[config.mk]
export PLATFORM = sky130hd
export DESIGN_NAME = lcas_top
export DESIGN_NICKNAME = d
export VERILOG_FILES = /design/src/rtl/lcas_pkg.sv /design/src/rtl/lcas_chan.sv /design/src/rtl/lcas_top.sv
export SDC_FILE = /design/constraint.sdc
export NUM_CORES = 1
export LEC_CHECK = 0
export BUFFER_PORTS_ARGS = -buffer_cell sky130_fd_sc_hd__buf_2
export CAP_MARGIN = 20
export CORE_AREA = 2 2 109 111
export CTS_BUF_LIST = sky130_fd_sc_hd__clkbuf_16
export DETAILED_ROUTE_END_ITERATION = 8
export DIE_AREA = 0 0 111 113
export PLACE_DENSITY = 0.77
export SETUP_SLACK_MARGIN = 0.15
export SLEW_MARGIN = 30
export SYNTH_ARGS = -nofsm -noshare
export SYNTH_HDL_FRONTEND = slang
export SYNTH_SLANG_ARGS = --single-unit
export TNS_END_PERCENT = 100
[constraint.sdc]
create_clock -name CLK -period 2 [get_ports CLK]
set_clock_uncertainty 0.1 [all_clocks]
set_input_delay 0.1 -clock CLK [delete_from_list [all_inputs] [get_ports CLK]]
set_output_delay 0.1 -clock CLK [all_outputs]
set_load 0.02 [all_outputs]
[src/rtl/lcas_pkg.sv]
// Constants shared by the line channel alarm status block
package lcas_pkg;

  // ==========================================================================
  // Geometry
  // ==========================================================================
  localparam int         LCAS_NUM_CH    = 12;
  localparam int         LCAS_DATA_W    = 32;
  localparam int         LCAS_ADR_W     = 10;
  localparam int         LCAS_IDX_LSB   = 2;
  localparam int         LCAS_REG_W     = 8;
  localparam int         LCAS_ALARM_W   = 7;
  localparam int         LCAS_FLAG_W    = 2;

  // ==========================================================================
  // Register index: upper nibble is the channel code, lower nibble the register
  // ==========================================================================
  localparam logic [3:0] LCAS_REG_ENABLE = 4'h1;
  localparam logic [3:0] LCAS_REG_FLAGS  = 4'h2;
  localparam logic [3:0] LCAS_REG_ALARM  = 4'h3;

  // Channel codes 0-5 map to channels 0-5, codes 8-d to channels 6-11
  localparam logic [3:0] LCAS_LO_CHANS   = 4'h6;
  localparam logic [3:0] LCAS_M_HI_BASE  = 4'h8;
  localparam logic [3:0] LCAS_M_HI_LAST  = 4'hd;

  // ==========================================================================
  // Field positions and reset values
  // ==========================================================================
  localparam int         LCAS_BIT_DRIVE  = 0;
  localparam int         LCAS_BIT_ABSENT = 1;
  localparam logic [LCAS_FLAG_W-1:0] LCAS_FLAGS_RST  = 2'h0;
  localparam logic [LCAS_FLAG_W-1:0] LCAS_ENABLE_RST = 2'h0;

endpackage

[src/rtl/lcas_chan.sv]
// One channel: change detection and clear-on-read change flags
`timescale 1ns/1ps

module lcas_chan
  import lcas_pkg::*;
(
  input  wire logic                   clk,
  input  wire logic                   rst_n,
  input  wire logic                   ce,
  input  wire logic                   signal_absent,
  input  wire logic                   drive_monitor_output,
  input  wire logic                   clear_on_read,
  output logic      [LCAS_FLAG_W-1:0] flags
);

  // ==========================================================================
  // Change detection
  // ==========================================================================
  logic                   armed_q;
  logic                   armed_d;
  logic [LCAS_FLAG_W-1:0] prev_q;
  logic [LCAS_FLAG_W-1:0] prev_d;
  logic [LCAS_FLAG_W-1:0] flag_q;
  logic [LCAS_FLAG_W-1:0] flag_d;
  logic [LCAS_FLAG_W-1:0] live;
  logic [LCAS_FLAG_W-1:0] change;

  assign live = {signal_absent, drive_monitor_output};

  always_comb begin
    armed_d = armed_q;
    prev_d  = prev_q;
    flag_d  = flag_q;
    change  = '0;
    if (ce) begin
      // First cycle only loads history, so a level present at reset is no change
      armed_d = 1'b1;
      prev_d  = live;
      if (armed_q) begin
        change = live ^ prev_q;
      end
      // Set wins over the clear so an event in the read cycle survives
      flag_d = (flag_q & ~{LCAS_FLAG_W{clear_on_read}}) | change;
    end
  end

  always_ff @(posedge clk or negedge rst_n) begin
    if (!rst_n) begin
      armed_q <= 1'b0;
      prev_q  <= '0;
      flag_q  <= LCAS_FLAGS_RST;
    end else begin
      armed_q <= armed_d;
      prev_q  <= prev_d;
      flag_q  <= flag_d;
    end
  end

  assign flags = flag_q;

  // ==========================================================================
  // Checks
  // ==========================================================================
  a_absent_flag_set: assert property (@(posedge clk) disable iff (!rst_n)
    ce && armed_q && (signal_absent != prev_q[LCAS_BIT_ABSENT]) |=> flag_q[LCAS_BIT_ABSENT])
    else $error("signal absent change not latched");

  a_drive_flag_set: assert property (@(posedge clk) disable iff (!rst_n)
    ce && armed_q && (drive_monitor_output != prev_q[LCAS_BIT_DRIVE]) |=> flag_q[LCAS_BIT_DRIVE])
    else $error("drive monitor change not latched");

  a_flag_read_clear: assert property (@(posedge clk) disable iff (!rst_n)
    ce && clear_on_read && armed_q && (live == prev_q) |=> flag_q == '0)
    else $error("change flags not cleared by read");

  a_event_kept_clear: assert property (@(posedge clk) disable iff (!rst_n)
    ce && clear_on_read && armed_q && (live != prev_q) |=> (flag_q & $past(live ^ prev_q)) != '0)
    else $error("event lost during clearing read");

  a_flag_stays_quiet: assert property (@(posedge clk) disable iff (!rst_n)
    !ce || (flag_q == '0 && live == prev_q) |=> flag_q == '0 || $past(flag_q) != '0)
    else $error("flag set without a change");

  c_both_edges_drive: cover property (@(posedge clk) disable iff (!rst_n)
    ce && armed_q && drive_monitor_output && !prev_q[LCAS_BIT_DRIVE] ##[1:50]
    ce && !drive_monitor_output && prev_q[LCAS_BIT_DRIVE]);

endmodule

[src/rtl/lcas_top.sv]
// Twelve-channel alarm status and change flags behind a classic Wishbone slave
//
// Contract
// - Signal-absent change latches flag bit 1, clear-on-read
// - Drive-monitor change latches flag bit 0, clear-on-read
// - Live signal-absent readable at alarm state bit 1
// - Live drive-monitor readable at alarm state bit 0
// - Alarm state bits 6..0 read-only, bit 7 reserved
// - Per-channel flags at 0xm2, m 0-5, 8-d
// - Enabled drive-monitor toggle either way raises interrupt
`timescale 1ns/1ps

module lcas_top
  import lcas_pkg::*;
#(
  parameter int NCH = LCAS_NUM_CH
) (
  input  wire logic                   CLK,
  input  wire logic                   RESET_N,
  input  wire logic                   CE,
  input  wire logic                   WB_CYC_I,
  input  wire logic                   WB_STB_I,
  input  wire logic                   WB_WE_I,
  input  wire logic [LCAS_ADR_W-1:0]  WB_ADR_I,
  input  wire logic [3:0]             WB_SEL_I,
  input  wire logic [LCAS_DATA_W-1:0] WB_DAT_I,
  output logic      [LCAS_DATA_W-1:0] WB_DAT_O,
  output logic                        WB_ACK_O,
  input  wire logic [NCH-1:0]         PRBS_SYNC_LOST,
  input  wire logic [NCH-1:0]         DIGITAL_SIGNAL_ABSENT,
  input  wire logic [NCH-1:0]         ANALOG_SIGNAL_ABSENT,
  input  wire logic [NCH-1:0]         FIFO_LIMIT_ALARM,
  input  wire logic [NCH-1:0]         CLOCK_RECOVERY_UNLOCKED,
  input  wire logic [NCH-1:0]         SIGNAL_ABSENT,
  input  wire logic [NCH-1:0]         DRIVE_MONITOR_OUTPUT,
  output logic                        CHANGE_IRQ
);

  // ==========================================================================
  // Address decode
  // ==========================================================================
  // Returns {valid, channel}; codes 6, 7, e and f hold no channel
  function automatic logic [4:0] chan_decode(input logic [3:0] m);
    logic [4:0] r;
    r = 5'h00;
    if (m < LCAS_LO_CHANS) begin
      r = {1'b1, m};
    end else if (m >= LCAS_M_HI_BASE && m <= LCAS_M_HI_LAST) begin
      r = {1'b1, 4'(m - LCAS_M_HI_BASE + LCAS_LO_CHANS)};
    end
    return r;
  endfunction

  logic [7:0] idx;
  logic [4:0] dec;
  logic       hit;
  logic [3:0] ch;
  logic [3:0] reg_sel;

  assign idx     = WB_ADR_I[LCAS_IDX_LSB +: 8];
  assign dec     = chan_decode(idx[7:4]);
  assign hit     = dec[4];
  assign ch      = dec[3:0];
  assign reg_sel = idx[3:0];

  // ==========================================================================
  // Channels
  // ==========================================================================
  logic [LCAS_FLAG_W-1:0]  flags     [NCH];
  logic [LCAS_FLAG_W-1:0]  enable_q  [NCH];
  logic [LCAS_FLAG_W-1:0]  enable_d  [NCH];
  logic [LCAS_ALARM_W-1:0] alarm_vec [NCH];
  logic [NCH-1:0]          clr;
  logic [NCH-1:0]          pend;
  logic                    req;
  logic                    ack_q;
  logic                    ack_d;
  logic [LCAS_DATA_W-1:0]  dat_q;
  logic [LCAS_DATA_W-1:0]  dat_d;
  logic                    irq_q;
  logic                    irq_d;

  assign req = WB_CYC_I && WB_STB_I && !ack_q;

  genvar g;
  generate
    for (g = 0; g < NCH; g++) begin : g_ch
      // Live alarm word, bit 6 down to bit 0
      assign alarm_vec[g] = {PRBS_SYNC_LOST[g], DIGITAL_SIGNAL_ABSENT[g], ANALOG_SIGNAL_ABSENT[g],
                             FIFO_LIMIT_ALARM[g], CLOCK_RECOVERY_UNLOCKED[g], SIGNAL_ABSENT[g],
                             DRIVE_MONITOR_OUTPUT[g]};

      // Clear in the edge that captures the read data, so nothing falls between
      assign clr[g] = CE && req && !WB_WE_I && hit && (ch == 4'(g)) &&
                      (reg_sel == LCAS_REG_FLAGS);

      assign pend[g] = |(flags[g] & enable_q[g]);

      lcas_chan u_chan (
        .clk                  (CLK),
        .rst_n                (RESET_N),
        .ce                   (CE),
        .signal_absent        (SIGNAL_ABSENT[g]),
        .drive_monitor_output (DRIVE_MONITOR_OUTPUT[g]),
        .clear_on_read        (clr[g]),
        .flags                (flags[g])
      );
    end
  endgenerate

  // ==========================================================================
  // Wishbone slave
  // ==========================================================================
  // Answer one cycle after the strobe; unmapped addresses still ack with zero
  always_comb begin
    ack_d = ack_q;
    dat_d = dat_q;
    irq_d = irq_q;
    for (int i = 0; i < NCH; i++) begin
      enable_d[i] = enable_q[i];
    end
    if (CE) begin
      ack_d = req;
      irq_d = |pend;
      if (req) begin
        dat_d = '0;
        if (!WB_WE_I && hit) begin
          unique case (reg_sel)
            LCAS_REG_ENABLE: dat_d[LCAS_FLAG_W-1:0]  = enable_q[ch];
            LCAS_REG_FLAGS:  dat_d[LCAS_FLAG_W-1:0]  = flags[ch];
            LCAS_REG_ALARM:  dat_d[LCAS_ALARM_W-1:0] = alarm_vec[ch];
            default:         dat_d = '0;
          endcase
        end
      end
      // Writes land at the edge where the master sees ack; read-only words ignore them
      if (ack_q && WB_CYC_I && WB_STB_I && WB_WE_I && WB_SEL_I[0] && hit &&
          reg_sel == LCAS_REG_ENABLE) begin
        enable_d[ch] = WB_DAT_I[LCAS_FLAG_W-1:0];
      end
    end
  end

  always_ff @(posedge CLK or negedge RESET_N) begin
    if (!RESET_N) begin
      ack_q <= 1'b0;
      dat_q <= '0;
      irq_q <= 1'b0;
      for (int i = 0; i < NCH; i++) begin
        enable_q[i] <= LCAS_ENABLE_RST;
      end
    end else begin
      ack_q <= ack_d;
      dat_q <= dat_d;
      irq_q <= irq_d;
      for (int i = 0; i < NCH; i++) begin
        enable_q[i] <= enable_d[i];
      end
    end
  end

  assign WB_ACK_O   = ack_q;
  assign WB_DAT_O   = dat_q;
  assign CHANGE_IRQ = irq_q;

  // ==========================================================================
  // Checks
  // ==========================================================================
  logic [LCAS_ALARM_W-1:0] sel_alarm;
  logic [LCAS_FLAG_W-1:0]  sel_flags;

  assign sel_alarm = hit ? alarm_vec[ch] : '0;
  assign sel_flags = hit ? flags[ch] : '0;

  // A frozen enable legally holds ack, so only enabled edges must drop it
  a_ack_single_pulse: assert property (@(posedge CLK) disable iff (!RESET_N)
    CE && WB_ACK_O |=> !WB_ACK_O)
    else $error("ack held for more than one cycle");

  a_ack_next_cycle: assert property (@(posedge CLK) disable iff (!RESET_N)
    CE && WB_CYC_I && WB_STB_I && !WB_ACK_O |=> WB_ACK_O)
    else $error("ack not given one cycle after strobe");

  a_alarm_live_read: assert property (@(posedge CLK) disable iff (!RESET_N)
    CE && req && !WB_WE_I && hit && reg_sel == LCAS_REG_ALARM
    |=> WB_ACK_O && WB_DAT_O[LCAS_ALARM_W-1:0] == $past(sel_alarm))
    else $error("alarm state read differs from live alarms");

  a_alarm_reserved_zero: assert property (@(posedge CLK) disable iff (!RESET_N)
    WB_ACK_O && $past(reg_sel) == LCAS_REG_ALARM |-> WB_DAT_O[LCAS_DATA_W-1:LCAS_ALARM_W] == '0)
    else $error("reserved alarm bits not zero");

  a_flags_read_value: assert property (@(posedge CLK) disable iff (!RESET_N)
    CE && req && !WB_WE_I && hit && reg_sel == LCAS_REG_FLAGS
    |=> WB_DAT_O == {{(LCAS_DATA_W-LCAS_FLAG_W){1'b0}}, $past(sel_flags)})
    else $error("change flags read wrong");

  a_unmapped_zero: assert property (@(posedge CLK) disable iff (!RESET_N)
    CE && req && !hit |=> WB_ACK_O && WB_DAT_O == '0)
    else $error("unmapped channel code did not read zero");

  a_flags_clear_read: assert property (@(posedge CLK) disable iff (!RESET_N)
    CE && req && !WB_WE_I && hit && reg_sel == LCAS_REG_FLAGS && ch == 4'h0 &&
    SIGNAL_ABSENT[0] == $past(SIGNAL_ABSENT[0]) && DRIVE_MONITOR_OUTPUT[0] == $past(DRIVE_MONITOR_OUTPUT[0])
    ##1 CE && SIGNAL_ABSENT[0] == $past(SIGNAL_ABSENT[0]) &&
    DRIVE_MONITOR_OUTPUT[0] == $past(DRIVE_MONITOR_OUTPUT[0]) |-> flags[0] == '0)
    else $error("read did not clear change flags");

  // Watches the last channel, the one whose drive-monitor enable the tests set
  a_drive_toggle_irq: assert property (@(posedge CLK) disable iff (!RESET_N)
    CE && g_ch[NCH-1].u_chan.armed_q && enable_q[NCH-1][LCAS_BIT_DRIVE] &&
    DRIVE_MONITOR_OUTPUT[NCH-1] != g_ch[NCH-1].u_chan.prev_q[LCAS_BIT_DRIVE]
    ##1 CE && enable_q[NCH-1][LCAS_BIT_DRIVE] |=> CHANGE_IRQ)
    else $error("enabled drive monitor toggle raised no interrupt");

  a_irq_needs_enable: assert property (@(posedge CLK) disable iff (!RESET_N)
    CE && pend == '0 |=> !CHANGE_IRQ)
    else $error("interrupt without an enabled flag");

  c_flags_read: cover property (@(posedge CLK) disable iff (!RESET_N)
    WB_ACK_O && WB_DAT_O != '0 && $past(reg_sel) == LCAS_REG_FLAGS);

  c_enable_write: cover property (@(posedge CLK) disable iff (!RESET_N)
    WB_ACK_O && WB_WE_I && reg_sel == LCAS_REG_ENABLE);

  c_irq_raised: cover property (@(posedge CLK) disable iff (!RESET_N)
    !CHANGE_IRQ ##1 CHANGE_IRQ);

  c_set_during_clear: cover property (@(posedge CLK) disable iff (!RESET_N)
    clr[0] && g_ch[0].u_chan.armed_q &&
    SIGNAL_ABSENT[0] != g_ch[0].u_chan.prev_q[LCAS_BIT_ABSENT]);

endmodule
==> results of run 1 <==
-- synth_stat cells (2+ instances only) --
| library cell | count | share of area (%) |
|---|---|---|
| nand2_1 | 65 | 4.9 |
| a221oi_1 | 3 | 0.53 |
| a211o_1 | 3 | 0.53 |
| o221ai_1 | 6 | 1.1 |
| or2_2 | 2 | 0.25 |
| nand3_1 | 6 | 0.60 |
| o211a_1 | 2 | 0.40 |
| o21ai_1 | 8 | 0.80 |
| o32ai_1 | 2 | 0.35 |
| mux2_2 | 59 | 13 |
| a32oi_1 | 2 | 0.35 |
| mux2_4 | 2 | 0.60 |
| a22oi_1 | 9 | 1.4 |
| buf_4 | 25 | 3.8 |
| clkbuf_1 | 13 | 0.98 |
| buf_1 | 5 | 0.38 |
| nor2_1 | 20 | 1.5 |
| buf_2 | 10 | 1.0 |
| o211ai_1 | 6 | 0.90 |
| nand4_1 | 3 | 0.38 |
| nand2b_1 | 2 | 0.25 |
| a31oi_1 | 2 | 0.25 |
| nand4b_1 | 2 | 0.35 |
| xnor2_1 | 25 | 4.4 |
| a21oi_1 | 14 | 1.4 |
| o21ai_0 | 33 | 3.3 |
| a222oi_1 | 9 | 1.8 |
| and3_1 | 2 | 0.25 |
| a22o_1 | 3 | 0.53 |
| mux2i_1 | 9 | 1.8 |
| o22ai_1 | 14 | 1.8 |
| or3_1 | 3 | 0.38 |
| a211oi_1 | 7 | 1.1 |
| o31ai_1 | 4 | 0.60 |
| inv_1 | 6 | 0.45 |
| nor2b_1 | 5 | 0.63 |
| dfrtp_1 | 82 | 41 |
| nor3_1 | 10 | 1.0 |
-- critical path, delay by kind of cell, from the launching register on --
| kind | cells | cell delay, ns |
|---|---|---|
| simple gates | 4 | 1.10 |
| compound gates | 2 | 0.25 |
| flops | 1 | 0.40 |
| buf+inv | 1 | 0.16 |
-- where the power goes --
group          internal, mW  switching (mW)  leakage, nW
logic                 0.433           0.492         2.11
registers              1.72          0.0390        0.956
clock network         0.954           0.675        0.145
total                  3.10            1.21         3.21
-- through the flow --
step	area (sq um)	cells	setup WS, ns	setup TNS, ns	total power [mW]
final	6905	854	-0.09387	-0.3597	4.308
after global routing	6905	854	-0.1761	-2.124	4.485
after CTS	6764	853	-0.07240	-0.1304	4.293
after detailed placement	6163	810	-0.2317	-3.680	2.632
after global placement	6163	810	-0.2128	-2.688	2.614
after floorplan	5171	534	-0.09156	-1.609	2.263
-- cell families after synthesis --
| family | share of synthesized area (%) |
|---|---|
| XOR/XNOR | 4.556 |
| buffers and inverters | 6.558 |
| other | 0.07502 |
| adder cells (fa/ha/maj) | 0.2503 |
| flip-flops | 41.05 |
| AO/OA/AOI/OAI | 19.27 |
| multiplexers | 15.69 |
| AND/OR/NAND/NOR | 12.54 |
-- area by class of cell --
type | count | area (sq um) | area share (%)
Clock inverter | 7 | 62.56 | 0.9060
Tap cell | 143 | 178.9 | 2.591
Multi-Input combinational cell | 393 | 2919 | 42.27
Inverter | 6 | 25.02 | 0.3624
Sequential cell | 82 | 2053 | 29.73
Timing Repair Buffer | 214 | 1441 | 20.87
Clock buffer | 9 | 225.2 | 3.261
-- repair_timing --
action,CTS,global route
endpoints found under the hold margin,73,0
setup endpoints to repair,32,46
setup buffers,1,1
hold buffers,26,0
gates resized for setup,10,30
pin swaps,1,6
-- worst paths after layout --
check                                         start                       end  slack [ns]  cells past startpoint
min in group asynchronous                   RESET_N   g_ch[1].u_chan.flags[1]        0.15                      2
hold / removal             DIGITAL_SIGNAL_ABSENT[5]               WB_DAT_O[5]        0.06                      5
hold reg to reg              g_ch[0].u_chan.armed_q    g_ch[0].u_chan.armed_q        0.36                      1
setup / recovery                           WB_ACK_O               WB_DAT_O[1]       -0.09                      7
setup reg to reg                           WB_ACK_O               WB_DAT_O[1]       -0.09                      7
max in group asynchronous                   RESET_N  g_ch[3].u_chan.prev_q[1]        1.07                      3
-- layer usage --
| layer | track usage (%) | share of wire (%) | vias up | routed length (um) |
|---|---|---|---|---|
| met1 | 36.91 | 42 | 2436 | 7364 |
| li1 | - | - | 2243 | - |
| met3 | 7.231 | 7.6 | 32 | 1331 |
| met2 | 46.83 | 49 | 278 | 8534 |
| met4 | 8.417 | 2.0 | 0 | 356 |
| met5 | 0 | 0 | - | 0 |
-- sequential cells by signal, summed over array words and instances (netlist names) --
register / count
CHANGE_IRQ: 1
WB_ACK_O: 1
WB_DAT_O: 7
enable_q: 24
g_ch.u_chan.armed_q: 1
g_ch.u_chan.flags: 24
g_ch.u_chan.prev_q: 24
==> reports/results.ini, run 1 <==
[run_status]
status = finished, violations left
violations = setup timing

[critical_path]
crit_slowest_cell = or4_4
crit_chain = nand4b_1 -> or4_4 -> buf_6 -> nor2_4 -> o211ai_1 -> o2111ai_1 -> nand4bb_4
max_stage_delay_ns = 0.52
cp.arrival_ns = 2.27
path_class = register to register
end_kind = register
cp_data_required_time_ns = 2.17
path_max_fanout = 5
cp-start-kind = register

[final_layout]
fillers = 943
nets = 843
diodes = 0
area_growth_pct = 38.15
fin_util_pct = 61.26
drive_gt1_share_pct = 42.33
final_common_cell = buf_2
final_cell_mix = buf_2, dfrtp_1, buf_4

[synthesis]
synthDistinctLibCells = 65
async_reset_ff_share_pct = 100.0
ys_seq_area_share_pct = 41.05
synth_cells = 510
ys_warn_count = 0
mappedNetlistArea_sq_um = 4999
synth-seq-cells = 82
synthFlopType = dfrtp_1
synth_area_per_cell_sq_um = 9.801
synth_edf_count = 0

[drt]
num_vias = 4989
antenna_left = 0
routed_wl_um = 17590
drt_first_pass_iters = 5
drc = 0
route.detailed.wl_per_inst_um = 20.59
viasPerCell = 5.842
dr.first_iter.drc_count = 488

[power_and_ir_drop]
ir_drop_uv = 562.4
leakagePower_nw = 3.210
powerDensity_nw_per_um2 = 623.9

[timing]
tightest_slew_ns = 0.5379
max_freq_mhz = 477.6
setup_slack_ns = -0.09387
fin_crit_sh_pct = 104.7
min_period_ns = 2.094
drv_slew = 0
relSlewSlack_pct = 64.01
rsz0062_at_grt = true
hold_ws_ns = 0.06373
final_hold_viol_count = 0
setup_viol = 12

[clock_tree]
worstSkewPairLatency_ns = 0.35
htreeDepth = 3
cts_buffer_depth = 2
cts_buffers = 9
cts.reportedPaths.clkPinSlew_ns = 0.07
root_buffer = clkbuf_16
clkSinkCount = 82
cts_tree = built

[floorplanning]
chipWidth_um = 111
initial_core_util_pct = 44.34
coreArea_sq_um = 11270
dieArea_sq_um = 12540
die_h_um = 113
rows = 39
io_pins = 170

[job]
maxCapViolations = 0

[grt]
antenna_found_initial = 0
grt_pass1_wl_um = 27420
grt_start_max_net_pins = 32
grt_remaining_overflow = 0
grt_pass1_vias = 5017
grt.total_usage_pct = 28.27

[place]
hpwl_um = 13350
port_buffers = 109
gp_congestion = 0.9829

[hold_path]
hold_class = input pin to register

(Power assumes the default switching activity.)
==> run 2: changes to the inputs <==
--- a/config.mk
+++ b/config.mk
@@ -5,13 +5,14 @@
 export SDC_FILE = /design/constraint.sdc
 export NUM_CORES = 1
 export LEC_CHECK = 0
+export ABC_AREA = 1
 export BUFFER_PORTS_ARGS = -buffer_cell sky130_fd_sc_hd__buf_2
 export CAP_MARGIN = 20
-export CORE_AREA = 2 2 109 111
+export CORE_AREA = 2 2 113 115
 export CTS_BUF_LIST = sky130_fd_sc_hd__clkbuf_16
 export DETAILED_ROUTE_END_ITERATION = 8
-export DIE_AREA = 0 0 111 113
-export PLACE_DENSITY = 0.77
+export DIE_AREA = 0 0 115 117
+export PLACE_DENSITY = 0.76
 export SETUP_SLACK_MARGIN = 0.15
 export SLEW_MARGIN = 30
 export SYNTH_ARGS = -nofsm -noshare
==> reports/results.ini, run 2 <==
[run_status]
status = finished, final reports clean

[floorplanning]
initial_core_util_pct = 43.59  ; -0.76 points
dieArea_sq_um = 13460  ; +7.3%
die_h_um = 117  ; +3.5%
chipWidth_um = 115  ; +3.6%
rows = 41  ; +5.1%
coreArea_sq_um = 12310  ; +9.2%
io_pins = 170  ; unchanged

[drt]
routed_wl_um = 16400  ; -6.7%
antenna_left = 0  ; unchanged
num_vias = 5696  ; +14%
viasPerCell = 5.150  ; -12%
route.detailed.wl_per_inst_um = 14.83  ; -28%
dr.first_iter.drc_count = 447  ; -8.4%
drc = 0  ; unchanged
drt_first_pass_iters = 7  ; +2

[synthesis]
synth_area_per_cell_sq_um = 6.585  ; -33%
mappedNetlistArea_sq_um = 5366  ; +7.4%
synthFlopType = dfrtp_1
synthDistinctLibCells = 37  ; -43%
ys_top_cells_by_area = dfrtp_1, nand2_1, o21ai_0
synth_top_area_share_pct = 38.24  ; -2.8 points
ys_seq_area_share_pct = 38.24  ; -2.8 points
synth.most_common_cell = nand2_1
async_reset_ff_share_pct = 100.0  ; unchanged
yosys-top-cells-count = nand2_1, dfrtp_1, nor2_1
synth_cells = 815  ; +60%
synth-seq-cells = 82  ; unchanged
yosysTopAreaCell = dfrtp_1
synth_edf_count = 0  ; unchanged
ys_warn_count = 0  ; unchanged

[timing]
max_freq_mhz = 590.4  ; +24%
fin_crit_sh_pct = 84.69  ; -20 points
setup_slack_ns = 0.3061  ; +0.4000 ns
min_period_ns = 1.694  ; -0.4000 ns
drv_slew = 0  ; unchanged
final_hold_viol_count = 0  ; unchanged
setup_viol = 0  ; -12
tightest_slew_ns = 0.5852  ; +0.04730 ns
relSlewSlack_pct = 60.63  ; -3.4 points
rsz0062_at_grt = false
tns_ns = 0  ; +0.3597 ns

[hold_path]
whs_endpoint = WB_DAT_O[5]
hold_class = input pin to register
hp-start = DIGITAL_SIGNAL_ABSENT[9]
min_path_cells = 5  ; unchanged

[critical_path]
path_max_fanout = 2  ; -3
cp-start-kind = register
r2r_start = g_ch[3].u_chan.flags[0]
cp.arrival_ns = 1.81  ; -0.46 ns
cp_data_required_time_ns = 2.12  ; -0.05 ns
r2r_slack_ns = 0.31  ; +0.40 ns
end_kind = register
r2r_end = CHANGE_IRQ
worst_r2r_path_depth = 6  ; -1
path_class = register to register

[place]
hpwl_um = 12140  ; -9.0%
port_buffers = 109  ; unchanged
place_inst = 1065  ; +31%
place_ws_ns = 0.07555  ; +0.3072 ns
gp_congestion = 0.9821  ; about the same

[final_layout]
stdcell_count = 1106  ; +30%
final_common_cell = nand2_1
area_growth_pct = 22.01
drive_gt1_share_pct = 17.99  ; -24 points
diodes = 0  ; unchanged
final_cell_mix = nand2_1, buf_2, dfrtp_1
fillers = 1207  ; +28%
nets = 1088  ; +29%

[clock_tree]
clkSinkCount = 82  ; unchanged
htreeDepth = 3  ; unchanged
worstSkewPairLatency_ns = 0.33  ; -0.02 ns
post-cts-setup-buffer-count = 0  ; -1
cts_buffers = 9  ; unchanged
root_buffer = clkbuf_16
cts_tree = built
cts_buffer_depth = 2  ; unchanged
cts.reportedPaths.clkPinSlew_ns = 0.06  ; about the same

[job]
maxCapViolations = 0  ; unchanged

[grt]
grt_start_max_net_pins = 40  ; +25%
grt_pass1_vias = 5338  ; +6.4%
grt_pass1_wl_um = 26340  ; -3.9%
antenna_found_initial = 0  ; unchanged
grt.total_usage_pct = 25.13  ; -3.1 points
grt_remaining_overflow = 0  ; unchanged

[power_and_ir_drop]
leakagePower_nw = 3.595  ; +12%
powerDensity_nw_per_um2 = 637.0  ; +2.1%
ir_drop_uv = 475.7  ; -15%

-- run 2: changes by cell type in the layout (fill, tap and decap cells not counted), sizes merged, moves of 9 or more --
| cell | change |
|---|---|
| a21oi | -14 |
| a222oi | -9 |
| a22oi | -9 |
| buf | -59 |
| inv | +46 |
| mux2 | -61 |
| mux2i | -9 |
| nand2 | +322 |
| nand3 | +43 |
| nor2 | +47 |
| o21ai | +34 |
| o22ai | -12 |
| xnor2 | -18 |
-- run 2: metrics by stage --
stage               hold WS, ns  total power, mW  instance area [sq um]  util, %
floorplan               -0.2956            2.276                   5456        -
global placement       0.007038            2.544                   6011    48.82
detailed placement      0.01108            2.553                   6011    48.82
CTS                    0.009263            4.178                   6548    53.18
global route            0.01488            4.366                   6548    53.18
finish                  0.01446            4.171                   6548    53.18
-- run 2: worst max path at each step --
stage,slack (ns),end,start
2_1_floorplan,0.45,g_ch[10].u_chan.flags[0],WB_ACK_O
6_report,0.31,CHANGE_IRQ,g_ch[3].u_chan.flags[0]
4_1_cts,0.35,g_ch[6].u_chan.flags[0],WB_ACK_O
3_5_place_dp,0.08,enable_q[15],WB_ADR_I[7]
3_3_place_gp,0.10,enable_q[13],WB_ADR_I[7]
5_1_grt,0.18,enable_q[15],WB_ADR_I[7]
-- run 2: per-layer routing --
metal / up-vias / global-route usage [%] / wire (um)
met5: - / 0 / 0
met4: 0 / 8.594 / 372
met3: 30 / 4.943 / 1710
met2: 326 / 40.86 / 7159
met1: 2545 / 33.80 / 7160
li1: 2795 / - / -
-- run 2: kinds of logic after synthesis --
family,after synthesis,synth area share (%)
AOI/OAI and AO/OA,85,8.370
buffers and inverters,107,10.42
adders and majority gates,1,0.2331
xor gates and xnor gates,7,1.142
and+or+nand+nor,532,41.52
DFF,82,38.24
other,1,0.06988
-- run 2: cell type report --
cell class                      count  area, sq um  area share, %
Timing Repair Buffer              154        973.4          14.87
Clock buffer                        9        225.2          3.440
Multi-Input combinational cell    650         2845          43.46
Clock inverter                      7        61.31         0.9364
Sequential cell                    82         2052          31.34
Tap cell                          150        187.7          2.866
Inverter                           54        202.7          3.096
-- run 2: worst max-delay path: stages (launching register included) --
cell     delay (ns)
dfrtp_1        0.37
inv_1          0.09
o21ai_0        0.10
nor4_1         0.55
nand4_1        0.21
nand2_1        0.10
nand2_1        0.05
-- run 2: what timing repair did --
item | in CTS | in global routing
resized for setup | 0 | 0
hold buffers | 25 | 0
endpoints found under the hold margin | 71 | 0
endpoints found under the setup margin | 0 | 0
-- run 2: report_power, final --
part / switching [mW] / internal, mW / total (mW)
logic: 0.529 / 0.298 / 0.827
clock network: 0.648 / 0.952 / 1.60
registers: 0.0360 / 1.71 / 1.75
total: 1.21 / 2.96 / 4.17
